### src/verilog/cis_regs.vh
// constants for the controller initialization self-test sequencer
`ifndef CIS_REGS_VH
`define CIS_REGS_VH

// clock rate and the whole-initialization time budget
`define CIS_CLK_HZ 36'd100000000
`define CIS_INIT_LIMIT_S 36'd60
`define CIS_INIT_LIMIT_CYC (`CIS_INIT_LIMIT_S * `CIS_CLK_HZ)

// test step selectors, in execution order
`define CIS_ST_PBIST 5'h00
`define CIS_ST_BOOT 5'h01
`define CIS_ST_CARD_EDC 5'h02
`define CIS_ST_TIMER 5'h03
`define CIS_ST_DSP 5'h04
`define CIS_ST_MEM 5'h05
`define CIS_ST_XFER 5'h06
`define CIS_ST_PARITY 5'h07
`define CIS_ST_REGS 5'h08
`define CIS_ST_JOURNAL 5'h09
`define CIS_ST_ICACHE 5'h0a
`define CIS_ST_FW_COPY 5'h0b
`define CIS_ST_FW_VERIFY 5'h0c
`define CIS_ST_DEV_PORTS 5'h0d
`define CIS_ST_HOST_PORT 5'h0e
`define CIS_ST_CACHE_CTRL 5'h0f
`define CIS_ST_CACHE_MEM 5'h10

// phases shown to the panel
`define CIS_PH_BUILTIN 2'h0
`define CIS_PH_INTEGRITY 2'h1
`define CIS_PH_MONITOR 2'h2
`define CIS_PH_FUNCTIONAL 2'h3

// failure codes: step failures are base plus step selector
`define CIS_FC_NONE 8'h00
`define CIS_FC_STEP_BASE 8'h40
`define CIS_FC_WRONG_CARD 8'h21
`define CIS_FC_INTERRUPT 8'h22
`define CIS_FC_TIMEOUT 8'h23

// memory test result layout on test_value
`define CIS_MEM_FIRST_OK_BIT 31
`define CIS_MEM_SECT_LSB 0
`define CIS_MEM_SECT_W 8
`define CIS_MEM_MAX_SECT 8'h10

// cache test mode bits
`define CIS_MODE_INIT_ALL 0
`define CIS_MODE_FULL_ADDR 1
`define CIS_MODE_RW 2

`endif

### src/verilog/cis_init_seq.v
// controller initialization and looping self-test sequencer
// Function
// - init starts on power-on, firmware reset, reset button or host clear
// - builtin test, then integrity test, then diagnostic monitor, in order
// - whole initialization must finish within one minute of trigger
// - builtin failure: all port lamps dark, reset lamp steady on
// - builtin test fails when the program card is wrong
// - read boot parameter record and configure firmware as first integrity test step
// - program card code computed over card must match stored reference
// - memory fails unless first two megabytes good and at most 16 sections
// - all legal transfer sizes must work, illegal ones be refused
// - registers checked for stuck bits; every journal address written and read
// - firmware copied to shared memory and verified against the card code
// - any integrity phase fault shows a code on the panel
// - initialization continues while at least one device port passes
// - host port failure stops only together with serial port failure
// - cache failure keeps running, on-board shared memory used for caching
// - cache bad unless first megabyte of cache memory passes
// - cache tests deferred while peer holds lock; controller then memory
// - controller test inits all, full address; manager test diag pages only
// - any interrupt during cache testing stops init and shows a code
// - self-test loops monitor tests, halts on first fault
// - self-test entry drains outstanding I/O and tries a cache flush
// - self-test disconnects host port, device ports untouched
`timescale 1ns/1ps
`include "cis_regs.vh"
module cis_init_seq #(
  parameter PORTS = 6,
  parameter [35:0] INIT_LIMIT_CYC = `CIS_INIT_LIMIT_CYC
) (
  input wire clk_sys,
  input wire reset_n,
  input wire fw_reset_req,
  input wire reset_button_n,
  input wire host_clear,
  input wire program_card_ok,
  input wire peer_cache_lock,
  input wire looping_test_command,
  input wire cache_test_rw,
  input wire irq_any,
  input wire io_idle,
  input wire flush_done,
  input wire test_done,
  input wire test_pass,
  input wire [31:0] test_value,
  input wire [31:0] card_code_ref,
  output reg test_start_q,
  output reg [4:0] test_sel_q,
  output reg [2:0] test_mode_q,
  output reg [1:0] phase_q,
  output reg [7:0] fail_code_q,
  output reg init_done_q,
  output reg init_stopped_q,
  output reg looping_test_command_q,
  output reg host_disconnect_q,
  output reg io_drain_req_q,
  output reg cache_flush_req_q,
  output reg cache_bad_q,
  output reg use_shared_cache_q,
  output reg dsp_bad_q,
  output reg host_bad_q,
  output reg reset_led_q,
  output reg [PORTS-1:0] port_led_q,
  output reg deadline_miss_q
);
  localparam [2:0] S_ISSUE = 3'h0;
  localparam [2:0] S_WAIT = 3'h1;
  localparam [2:0] S_DEFER = 3'h2;
  localparam [2:0] S_DONE = 3'h3;
  localparam [2:0] S_DRAIN = 3'h4;
  localparam [2:0] S_FLUSH = 3'h5;
  localparam [2:0] S_HALT = 3'h6;

  function [1:0] phase_of;
    input [4:0] step;
    begin
      if (step == `CIS_ST_PBIST) begin
        phase_of = `CIS_PH_BUILTIN;
      end else if (step <= `CIS_ST_FW_VERIFY) begin
        phase_of = `CIS_PH_INTEGRITY;
      end else if (step == `CIS_ST_CACHE_MEM) begin
        phase_of = `CIS_PH_FUNCTIONAL;
      end else begin
        phase_of = `CIS_PH_MONITOR;
      end
    end
  endfunction

  // pins from outside the clock domain pass two flops first
  reg [1:0] btn_sync_q;
  reg [1:0] clr_sync_q;
  reg [1:0] card_sync_q;
  reg [1:0] lock_sync_q;
  reg btn_prev_q;
  reg clr_prev_q;
  reg [2:0] state_q;
  reg [4:0] step_q;
  reg deadline_restart_q;
  wire deadline_hit;
  wire btn_press;
  wire clr_rise;
  wire trigger;
  wire cache_step;
  wire [`CIS_MEM_SECT_W-1:0] sections;
  reg step_ok;

  always @(posedge clk_sys or negedge reset_n) begin
    if (!reset_n) begin
      btn_sync_q <= 2'b11;
      clr_sync_q <= 2'b00;
      card_sync_q <= 2'b00;
      lock_sync_q <= 2'b00;
      btn_prev_q <= 1'b1;
      clr_prev_q <= 1'b0;
    end else begin
      btn_sync_q <= {btn_sync_q[0], reset_button_n};
      clr_sync_q <= {clr_sync_q[0], host_clear};
      card_sync_q <= {card_sync_q[0], program_card_ok};
      lock_sync_q <= {lock_sync_q[0], peer_cache_lock};
      btn_prev_q <= btn_sync_q[1];
      clr_prev_q <= clr_sync_q[1];
    end
  end

  assign btn_press = btn_prev_q && !btn_sync_q[1];
  assign clr_rise = clr_sync_q[1] && !clr_prev_q;
  assign trigger = fw_reset_req || btn_press || clr_rise;
  assign cache_step = (step_q == `CIS_ST_CACHE_CTRL) || (step_q == `CIS_ST_CACHE_MEM);
  assign sections = test_value[`CIS_MEM_SECT_LSB +: `CIS_MEM_SECT_W];

  // the timer runs only until the monitor releases control
  cis_deadline #(
    .LIMIT_CYC(INIT_LIMIT_CYC)
  ) u_deadline (
    .clk_sys(clk_sys),
    .reset_n(reset_n),
    .restart(deadline_restart_q),
    .run(!init_done_q && !init_stopped_q && !looping_test_command_q),
    .expired_q(deadline_hit)
  );

  always @* begin
    step_ok = test_pass;
    case (step_q)
      `CIS_ST_PBIST: step_ok = test_pass && card_sync_q[1];
      `CIS_ST_CARD_EDC: step_ok = test_pass && (test_value == card_code_ref);
      `CIS_ST_MEM: step_ok = test_pass && test_value[`CIS_MEM_FIRST_OK_BIT] &&
        (sections <= `CIS_MEM_MAX_SECT);
      `CIS_ST_FW_VERIFY: step_ok = test_pass && (test_value == card_code_ref);
      `CIS_ST_DEV_PORTS: step_ok = |test_value[PORTS-1:0];
      `CIS_ST_CACHE_MEM: step_ok = test_pass && test_value[`CIS_MEM_FIRST_OK_BIT];
      default: step_ok = test_pass;
    endcase
  end

  always @(posedge clk_sys or negedge reset_n) begin
    if (!reset_n) begin
      state_q <= S_ISSUE;
      step_q <= `CIS_ST_PBIST;
      test_start_q <= 1'b0;
      test_sel_q <= `CIS_ST_PBIST;
      test_mode_q <= 3'h0;
      phase_q <= `CIS_PH_BUILTIN;
      fail_code_q <= `CIS_FC_NONE;
      init_done_q <= 1'b0;
      init_stopped_q <= 1'b0;
      looping_test_command_q <= 1'b0;
      host_disconnect_q <= 1'b0;
      io_drain_req_q <= 1'b0;
      cache_flush_req_q <= 1'b0;
      cache_bad_q <= 1'b0;
      use_shared_cache_q <= 1'b0;
      dsp_bad_q <= 1'b0;
      host_bad_q <= 1'b0;
      reset_led_q <= 1'b0;
      port_led_q <= {PORTS{1'b0}};
      deadline_miss_q <= 1'b0;
      deadline_restart_q <= 1'b1;
    end else if (trigger) begin
      // any trigger reinitializes, including out of the self-test loop
      state_q <= S_ISSUE;
      step_q <= `CIS_ST_PBIST;
      test_start_q <= 1'b0;
      test_sel_q <= `CIS_ST_PBIST;
      test_mode_q <= 3'h0;
      phase_q <= `CIS_PH_BUILTIN;
      fail_code_q <= `CIS_FC_NONE;
      init_done_q <= 1'b0;
      init_stopped_q <= 1'b0;
      looping_test_command_q <= 1'b0;
      host_disconnect_q <= 1'b0;
      io_drain_req_q <= 1'b0;
      cache_flush_req_q <= 1'b0;
      cache_bad_q <= 1'b0;
      use_shared_cache_q <= 1'b0;
      dsp_bad_q <= 1'b0;
      host_bad_q <= 1'b0;
      reset_led_q <= 1'b0;
      port_led_q <= {PORTS{1'b0}};
      deadline_miss_q <= 1'b0;
      deadline_restart_q <= 1'b1;
    end else begin
      test_start_q <= 1'b0;
      deadline_restart_q <= 1'b0;
      phase_q <= phase_of(step_q);
      // stale expiry of the last run is ignored while the timer restarts
      if (deadline_hit && !deadline_restart_q && !init_done_q && !init_stopped_q && !looping_test_command_q) begin
        deadline_miss_q <= 1'b1;
        init_stopped_q <= 1'b1;
        fail_code_q <= `CIS_FC_TIMEOUT;
        state_q <= S_HALT;
      end else begin
        case (state_q)
          S_ISSUE: begin
            // boot record step precedes every other integrity test step
            test_start_q <= 1'b1;
            test_sel_q <= step_q;
            if (step_q == `CIS_ST_CACHE_CTRL) begin
              test_mode_q <= 3'h3;
            end else if (step_q == `CIS_ST_CACHE_MEM) begin
              test_mode_q <= {cache_test_rw, 2'b00};
            end else begin
              test_mode_q <= 3'h0;
            end
            state_q <= S_WAIT;
          end
          S_WAIT: begin
            if (cache_step && irq_any) begin
              init_stopped_q <= 1'b1;
              fail_code_q <= `CIS_FC_INTERRUPT;
              state_q <= S_HALT;
            end else if (test_done) begin
              if (step_q == `CIS_ST_DEV_PORTS) begin
                port_led_q <= test_value[PORTS-1:0];
              end
              if (!step_ok) begin
                fail_code_q <= (step_q == `CIS_ST_PBIST && !card_sync_q[1]) ? `CIS_FC_WRONG_CARD :
                  (`CIS_FC_STEP_BASE + {3'h0, step_q});
              end
              if (!step_ok && looping_test_command_q) begin
                init_stopped_q <= 1'b1;
                state_q <= S_HALT;
              end else if (!step_ok && step_q == `CIS_ST_PBIST) begin
                init_stopped_q <= 1'b1;
                reset_led_q <= 1'b1;
                port_led_q <= {PORTS{1'b0}};
                state_q <= S_HALT;
              end else if (!step_ok && step_q == `CIS_ST_DSP) begin
                dsp_bad_q <= 1'b1;
                step_q <= step_q + 5'h1;
                state_q <= S_ISSUE;
              end else if (!step_ok && step_q == `CIS_ST_HOST_PORT && !dsp_bad_q) begin
                host_bad_q <= 1'b1;
                step_q <= `CIS_ST_CACHE_CTRL;
                state_q <= lock_sync_q[1] ? S_DEFER : S_ISSUE;
                init_done_q <= lock_sync_q[1];
              end else if (!step_ok && cache_step) begin
                cache_bad_q <= 1'b1;
                use_shared_cache_q <= 1'b1;
                init_done_q <= 1'b1;
                state_q <= S_DONE;
              end else if (!step_ok) begin
                init_stopped_q <= 1'b1;
                state_q <= S_HALT;
              end else if (step_q == `CIS_ST_HOST_PORT) begin
                if (lock_sync_q[1]) begin
                  init_done_q <= 1'b1;
                  step_q <= `CIS_ST_CACHE_CTRL;
                  state_q <= looping_test_command_q ? S_ISSUE : S_DEFER;
                  if (looping_test_command_q) begin
                    step_q <= `CIS_ST_DEV_PORTS;
                  end
                end else begin
                  step_q <= `CIS_ST_CACHE_CTRL;
                  state_q <= S_ISSUE;
                end
              end else if (step_q == `CIS_ST_CACHE_CTRL) begin
                // monitor releases control here, manager tests memory next
                init_done_q <= 1'b1;
                step_q <= `CIS_ST_CACHE_MEM;
                state_q <= S_ISSUE;
              end else if (step_q == `CIS_ST_CACHE_MEM) begin
                step_q <= `CIS_ST_DEV_PORTS;
                state_q <= looping_test_command_q ? S_ISSUE : S_DONE;
              end else begin
                step_q <= step_q + 5'h1;
                state_q <= S_ISSUE;
              end
            end
          end
          S_DEFER: begin
            if (looping_test_command) begin
              looping_test_command_q <= 1'b1;
              host_disconnect_q <= 1'b1;
              io_drain_req_q <= 1'b1;
              state_q <= S_DRAIN;
            end else if (!lock_sync_q[1]) begin
              step_q <= `CIS_ST_CACHE_CTRL;
              state_q <= S_ISSUE;
            end
          end
          S_DONE: begin
            if (looping_test_command) begin
              looping_test_command_q <= 1'b1;
              host_disconnect_q <= 1'b1;
              io_drain_req_q <= 1'b1;
              state_q <= S_DRAIN;
            end
          end
          S_DRAIN: begin
            if (io_idle) begin
              io_drain_req_q <= 1'b0;
              cache_flush_req_q <= 1'b1;
              state_q <= S_FLUSH;
            end
          end
          S_FLUSH: begin
            // flush outcome is not checked; the loop starts either way
            if (flush_done) begin
              cache_flush_req_q <= 1'b0;
              step_q <= `CIS_ST_DEV_PORTS;
              state_q <= S_ISSUE;
            end
          end
          S_HALT: begin
            state_q <= S_HALT;
          end
          default: begin
            state_q <= S_HALT;
          end
        endcase
      end
    end
  end
endmodule // cis_init_seq

### src/verilog/cis_deadline.v
// deadline counter for the initialization time budget
`timescale 1ns/1ps
module cis_deadline #(
  parameter [35:0] LIMIT_CYC = 36'd6000000000
) (
  input wire clk_sys,
  input wire reset_n,
  input wire restart,
  input wire run,
  output reg expired_q
);
  reg [35:0] count_q;

  always @(posedge clk_sys or negedge reset_n) begin
    if (!reset_n) begin
      count_q <= 36'h0;
      expired_q <= 1'b0;
    end else if (restart) begin
      count_q <= 36'h0;
      expired_q <= 1'b0;
    end else if (run && !expired_q) begin
      count_q <= count_q + 36'h1;
      if (count_q >= LIMIT_CYC - 36'h1) begin
        expired_q <= 1'b1;
      end
    end
  end
endmodule // cis_deadline

### config.mk
export PLATFORM = sky130hd
export DESIGN_NAME = cis_init_seq
export DESIGN_NICKNAME = d
export VERILOG_FILES = /design/src/verilog/cis_init_seq.v /design/src/verilog/cis_deadline.v
export VERILOG_INCLUDE_DIRS = /design/src /design/src/verilog
export SDC_FILE = /design/constraint.sdc
export NUM_CORES = 1
export LEC_CHECK = 0
export ABC_AREA = 1
export BUFFER_PORTS_ARGS = -buffer_cell sky130_fd_sc_hd__buf_2
export CAP_MARGIN = 0
export CORE_MARGIN = 5
export CORE_UTILIZATION = 50
export CTS_CLUSTER_DIAMETER = 100
export DETAILED_ROUTE_END_ITERATION = 10
export GPL_ROUTABILITY_DRIVEN = 0
export PLACE_DENSITY = 0.75
export SLEW_MARGIN = 20
export SYNTH_ARGS = -nofsm -noshare
export SYNTH_HDL_FRONTEND = slang
export SYNTH_SLANG_ARGS = --single-unit
### constraint.sdc
create_clock -name clk_sys -period 2.6 [get_ports clk_sys]
set_clock_uncertainty 0.2 [all_clocks]
set_input_delay 0.26 -clock clk_sys [delete_from_list [all_inputs] [get_ports clk_sys]]
set_output_delay 0.26 -clock clk_sys [all_outputs]
set_load 0.005 [all_outputs]
Word level (Yosys, flattened, before mapping):

Cells that the tools add are included.

* reduce and logical (&&, ||, !) cells: 73
* mux-type cells: 153
* eq/ne operators: 42
* order comparisons: 3
* $add $sub $neg: 3

Operators with widths (number)
* 2-to-1 mux 5 bit: 20
* 2-to-1 mux 1 bit: 80
* 2-to-1 mux 36 bit: 2
* 2-to-1 mux 3 bit: 21
* 2-to-1 mux 8 bit: 7
* 2-to-1 mux 6 bit: 8
* adder 36 x 1 -> 36 bit (second input constant): 1
* greater-or-equal comparator 36 x 33 -> 1 bit (second input constant): 1
* equality test 32 bit: 1
* inequality test 3 bit (second input constant): 8
* nonzero test 2 bit: 12
* logical AND 1 bit: 21
* equality test 5 x 4 -> 1 bit (second input constant): 4
* 2-to-1 mux 2 bit: 10
* inequality test 5 bit (second input constant): 4
* inequality test 6 bit (second input constant): 3
* case mux 3 bit (6 select lines): 1
* case mux 5 bit (3 select lines): 1
* inequality test 2 bit (second input constant): 6
* inequality test 4 bit (second input constant): 3
* AND reduction 4 bit: 3
* AND reduction 6 bit: 2
* nonzero test 4 bit: 3
* AND reduction 11 bit: 1
* 31 further kinds: 51

* input bits: 78
* register bits: 91
* logic and storage cells: 301
* output and inout port bits: 37

Logic depth before layout (Yosys ltp):

* word-level depth: 15
* mapped depth: 20
* mapped depth without buffers: 20

By module:

Synthesis repeated with hierarchy kept, for this count alone.

* cells, all modules: 886
* area, all modules: 5973.2 µm²

Modules (own cells, without submodules)
* cis_init_seq: cells an instance 558, times used 1, area each 3646.0 µm²
* cis_deadline: cells an instance 328, times used 1, area each 2327.2 µm²

Least setup slack after synthesis:

No wires, ideal clock.

* path kind: reg-to-reg
* start point: register step_q[0]
* end point: register state_q[0]
* period minus slack after synthesis: 2.397 ns
* cell stages (with the launch flop): 17
* path slack: 0.203 ns
* arrival: 2.081 ns
* required time: 2.284 ns
* path buffers: 0
* setup time: 0.116 ns
* cells stage by stage: dfrtp_1 inv_1 ha_1 nand2_1 nor2_4 a21oi_2 inv_2 nand2_2 nand2_2 nor2_2 inv_1 or2_1 or2_1 nand3_1 nor2_1 nand2_1 nand2_1

* longest elaborated chain between the ends: 15
* elaborated cells on any way between the ends: 36
* those cells by class: 9 x eq/ne; 15 x mux; 12 x reduce/logical

RTL lines
* start, declared: line cis_init_seq.v:97 `reg [4:0] step_q;`
* start signal, assigned: line cis_init_seq.v:159 `` step_q <= `CIS_ST_PBIST; ``
* start signal, assigned: line cis_init_seq.v:182 `` step_q <= `CIS_ST_PBIST; ``
* start signal, assigned: line cis_init_seq.v:250 `step_q <= step_q + 5'h1;`
* equality test 5 x 4 -> 1 bit (tied with other cells): line cis_init_seq.v:144 `case (step_q)`
* OR reduction 2 bit (no source line) / 2-to-1 mux 2 bit (equally long branches)
* case mux 1 bit (5 select lines) / 2-to-1 mux 2 bit (equally long branches): line cis_init_seq.v:144, cis_init_seq.v:277
* zero test 1 bit / 2-to-1 mux 3 bit (equally long branches)
* logical AND 1 bit (tied with other cells): line cis_init_seq.v:257 `end else if (!step_ok && cache_step) begin`
* 2-to-1 mux 3 bit / logical AND 1 bit (equally long branches): line cis_init_seq.v:257, cis_init_seq.v:252
* 2-to-1 mux 3 bit: line cis_init_seq.v:252 `` end else if (!step_ok && step_q == `CIS_ST_HOST_PORT && !dsp_bad_q) begin ``
* 2-to-1 mux 3 bit: line cis_init_seq.v:248 `` end else if (!step_ok && step_q == `CIS_ST_DSP) begin ``
* 2-to-1 mux 3 bit: line cis_init_seq.v:243 `` end else if (!step_ok && step_q == `CIS_ST_PBIST) begin ``
* 2-to-1 mux 3 bit: line cis_init_seq.v:240 `if (!step_ok && looping_test_command_q) begin`
* 2-to-1 mux 3 bit: line cis_init_seq.v:232 `end else if (test_done) begin`
* 2-to-1 mux 3 bit: line cis_init_seq.v:228 `if (cache_step && irq_any) begin`
* case mux 3 bit (6 select lines): line cis_init_seq.v:213 `case (state_q)`
* 2-to-1 mux 3 bit: line cis_init_seq.v:207 `if (deadline_hit && !deadline_restart_q && !init_done_q && !init_stopped_q && !looping_test_command_q) begin`
* 2-to-1 mux 3 bit: line cis_init_seq.v:179 `end else if (trigger) begin`
* end signal, assigned: line cis_init_seq.v:255 `state_q <= lock_sync_q[1] ? S_DEFER : S_ISSUE;`
* end signal, assigned: line cis_init_seq.v:269 `state_q <= looping_test_command_q ? S_ISSUE : S_DEFER;`
* end signal, assigned: line cis_init_seq.v:284 `state_q <= looping_test_command_q ? S_ISSUE : S_DONE;`
* end, declared: line cis_init_seq.v:96 `reg [2:0] state_q;`

Several ways; a longest one is shown, not always the timed one. The select of a mux whose other input is x is not followed.
A chain may end at the register's enable or synchronous reset.

Final worst setup path:

* start point: register step_q[0]
* end point: register port_led_q[1]

* longest elaborated chain between the ends: 12
* elaborated cells on any way between the ends: 24
* those cells by class: 7 x eq/ne; 9 x mux; 8 x reduce/logical

RTL lines
* equality test 5 x 4 -> 1 bit / equality test 5 x 2 -> 1 bit (equally long branches): line cis_init_seq.v:144
* OR reduction 2 bit (no source line)
* case mux 1 bit (5 select lines): line cis_init_seq.v:144
* zero test 1 bit
* logical AND 1 bit (no source line)
* 2-to-1 mux 6 bit: line cis_init_seq.v:243
* 2-to-1 mux 6 bit: line cis_init_seq.v:240
* 2-to-1 mux 6 bit: line cis_init_seq.v:232
* 2-to-1 mux 6 bit: line cis_init_seq.v:228
* 2-to-1 mux 6 bit: line cis_init_seq.v:213
* 2-to-1 mux 6 bit: line cis_init_seq.v:207
* 2-to-1 mux 6 bit: line cis_init_seq.v:179
* end signal, assigned: line cis_init_seq.v:176 `port_led_q <= {PORTS{1'b0}};`
* end signal, assigned: line cis_init_seq.v:234 `port_led_q <= test_value[PORTS-1:0];`
* end signal, assigned: line cis_init_seq.v:246 `port_led_q <= {PORTS{1'b0}};`
* end, declared: line cis_init_seq.v:63 `output reg [PORTS-1:0] port_led_q,`

Several ways; a longest one is shown, not always the timed one. The select of a mux whose other input is x is not followed.

==> flow_metrics.py <==
metrics = {
    "run_status": {
        "status": "complete, no violations",
    },
    "worst_hold_path": {
        "worstHoldPathType": "input pin to flop",
    },
    "layout": {
        "fillerInstances": 905,
        "areaGrowthSynthToFinish_pct": 29.3,
        "fin_nets": 966,
        "fin_util_pct": 66.5,
        "final_cells": 1023,
        "drive_above_1_share_pct": 29.1,
        "antenna_cells": 0,
    },
    "synth": {
        "synth.area.top_cells": "dfrtp_1 40%, nand2_1 11%, inv_1 7.0%",
        "seq_area_frac_synth_pct": 41.8,
        "yosys_register_bits": 89,
        "ys.flop_type": "dfrtp_1",
        "synth-edff-count": 0,
        "post-synth-top-count-cell": "nand2_1",
        "synth_top_area_share_pct": 39.9,
        "syn_area_per_cell_um2": 7.44,
        "syn_inst": 717,
        "syn-cell-area_um2": 5340,
        "ys_top_cells_by_count": "150 x nand2_1, 100 x inv_1, 85 x dfrtp_1",
        "async_reset_ff_share_pct": 100,
        "synth_nets": 801,
        "yosysWarningCount": 0,
        "synth_area_leader_cell": "dfrtp_1",
        "synth_cell_types": 47,
    },
    "worst_setup_path": {
        "startpoint_type": "flop",
        "slowest_stage": "dfrtp_1",
        "crit_path_end_kind": "flop",
        "max_stage_delay_ns": 0.42,
        "arrival_ns": 2.64,
        "path_cells": "inv_2 > ha_4 > inv_2 > nor2_4 > nand2_2 > nand2_4 > a211oi_1 > inv_1 > o21ai_0 > nor2_1 > nand2_2 > buf_6 > nand2_4 > nand2_1 > nor2_1 > nor2_1 > inv_2 > o22ai_1",
        "critPathBufInv": 5,
        "required_ns": 2.64,
        "crit_type": "flop to flop",
        "cp_top_family": "simple AND/OR/NAND/NOR gates",
        "crit_fanout": 6,
    },
    "global_routing": {
        "grt_pass1_wl_mm": 24.1,
        "gr-total-overflow": 0,
        "gr-usage-met2_pct": 39.6,
        "gr-max-usage-layer": "met2",
        "grtUsageMet3_pct": 4.12,
        "grt_use_total_pct": 22.9,
        "grt_max_degree": 76,
        "grt_use_met1_pct": 28.7,
        "antenna_found_initial": 0,
        "grt_pass1_vias": 5288,
    },
    "detailed_routing": {
        "ant_nets": 0,
        "routed_wl_mm": 15.2,
        "firstDrtPassIters": 5,
        "drt_iter0_markers": 378,
        "dr_total_vias": 5503,
        "via_per_inst": 5.38,
        "drc": 0,
        "wire_per_inst_um": 14.8,
    },
    "power": {
        "power_leakage_nw": 3.38,
        "p_per_area_nw_per_um2": 633,
        "vdd_drop_max_v": 0.000359,
    },
    "placement": {
        "dp.cells": 987,
        "place_hpwl_mm": 11.1,
        "io_buffers": 113,
    },
    "clock_network": {
        "clock-sinks": 89,
        "numCtsBuffers": 9,
        "htreeDepth": 3,
        "cts_tree": "built",
        "clock_path_buffers": 2,
        "clk_pin_slew_ns": 0.10,
        "clk_latency_ns": 0.37,
        "cts_root_buf": "clkbuf_8",
    },
    "timing": {
        "finalCritPeriodShare_pct": 99.9,
        "finalCriticalPeriod_ns": 2.60,
        "hold_violations": 0,
        "fmax_mhz": 385,
        "relSlewSlack_pct": 64.3,
        "finalSetupTns_ns": 0,
        "grt_setup_unrepaired": "yes",
        "setup_violations": 0,
        "tightest_slew_ns": 0.534,
        "drv_slew": 0,
    },
    "floorplan": {
        "rows": 37,
        "die_w_um": 113,
        "start_util_pct": 51.4,
        "core_area_um2": 10400,
        "ios": 115,
        "dieHeight_um": 113,
        "die_area_um2": 12800,
    },
    "run": {
        "max-cap-violations": 0,
    },
}
==> tightest hold or removal path, stage by stage <==
cell      delay (ns)
buf_2           0.11
o211ai_1        0.10
o21ai_1         0.12
==> power breakdown <==
part | switching (mW) | internal, mW | leakage [nW]
registers | 0.0822 | 1.48 | 1.20
logic | 1.10 | 0.705 | 2.08
clock network | 0.541 | 0.459 | 0.0983
==> flip-flops by register name, indices dropped and copies added, names as in the netlist, 3 cells and up <==
| name | count |
|---|---|
| u_deadline.count_q | 36 |
| fail_code_q | 7 |
| port_led_q | 6 |
| step_q | 5 |
| test_sel_q | 5 |
| state_q | 3 |
==> cell usage in the layout (no fill, tap or decap), types with 6 or more instances in the layout <==
cell / synthesis / final
a21oi_1: 52 / 48
clkbuf_8: 0 / 9
buf_4: 4 / 43
inv_1: 100 / 95
nand2_4: 1 / 6
dfrtp_1: 85 / 85
nor2_4: 4 / 6
nor2_1: 76 / 69
inv_2: 8 / 13
xnor2_1: 25 / 25
nand2_1: 150 / 138
nand2_2: 6 / 12
nand3_1: 39 / 35
nor2_2: 2 / 7
o211ai_1: 7 / 7
nor3_1: 21 / 18
o21ai_0: 51 / 45
nand4_1: 14 / 14
o21ai_1: 3 / 7
dlygate4sd3_1: 0 / 7
buf_2: 2 / 112
==> cell type report <==
cell class / count / area (µm²) / area share (%)
clock buffers: 10 / 128 / 1.85
clock inverters: 6 / 72.6 / 1.05
inverters: 110 / 417 / 6.04
multi-input cells: 504 / 2850 / 41.3
flip-flops and latches: 89 / 2230 / 32.4
well taps: 136 / 170 / 2.47
repair buffers: 167 / 1030 / 14.9
repair inverters: 1 / 5.00 / 0.0726
==> per-layer routing <==
metal	vias up	share of wire, %
met4	0	2.4
met5	-	0
met2	219	51
met3	48	5.6
met1	2578	41
li1	2658	-
==> worst paths after layout <==
check | startpoint | endpoint | slack [ns] | cells after the start
setup / recovery | step_q[0]$_DFFE_PN0P_ | port_led_q[1]$_DFFE_PN0P_ | 0.003 | 18
hold / removal | test_value[0] | port_led_q[0]$_DFFE_PN0P_ | 0.07 | 3
setup reg to reg | step_q[0]$_DFFE_PN0P_ | port_led_q[1]$_DFFE_PN0P_ | 0.003 | 18
hold reg to reg | lock_sync_q[0]$_DFF_PN0_ | lock_sync_q[1]$_DFF_PN0_ | 0.16 | 0
max in group asynchronous | reset_n | deadline_restart_q$_DFF_PN1_ | 1.46 | 3
min in group asynchronous | reset_n | clr_sync_q[1]$_DFF_PN0_ | 0.09 | 2
==> cell families (layout without fill, tap and decap cells) <==
logic type               Yosys count  after routing  synth area share (%)
buffers and inverters            125            294                  9.40
adder cells (fa/ha/maj)            6              6                  1.41
flip-flops                        89             89                  41.8
multiplexers                       1              1                 0.188
XOR/XNOR                          30             30                  4.92
AND/OR/NAND/NOR                  331            332                  28.0
AO/OA/AOI/OAI                    134            134                  14.1
other                              1              1                0.0703
==> what timing repair did <==
| item | CTS | global route |
|---|---|---|
| hold endpoints to repair | 94 | 0 |
| gates cloned | 0 | 2 |
| gates resized for setup | 5 | 66 |
| setup buffers | 1 | 10 |
| hold buffers | 7 | 0 |
| endpoints found under the setup margin | 10 | 37 |
| pin swaps | 0 | 24 |
==> metrics by stage <==
stage | worst slack (ns) | area [µm²] | hold slack (ns) | power [mW]
floorplan | 0.203 | 5340 | -0.236 | 2.43
global placement | 0.0888 | 6270 | -0.0742 | 2.83
detailed placement | -0.111 | 6270 | -0.0729 | 2.88
CTS | 0.00859 | 6560 | 0.0469 | 3.91
global route | -0.127 | 6900 | 0.0526 | 4.61
finish | 0.00289 | 6900 | 0.0712 | 4.37
No activity file was read; power rests on OpenSTA's default activity.
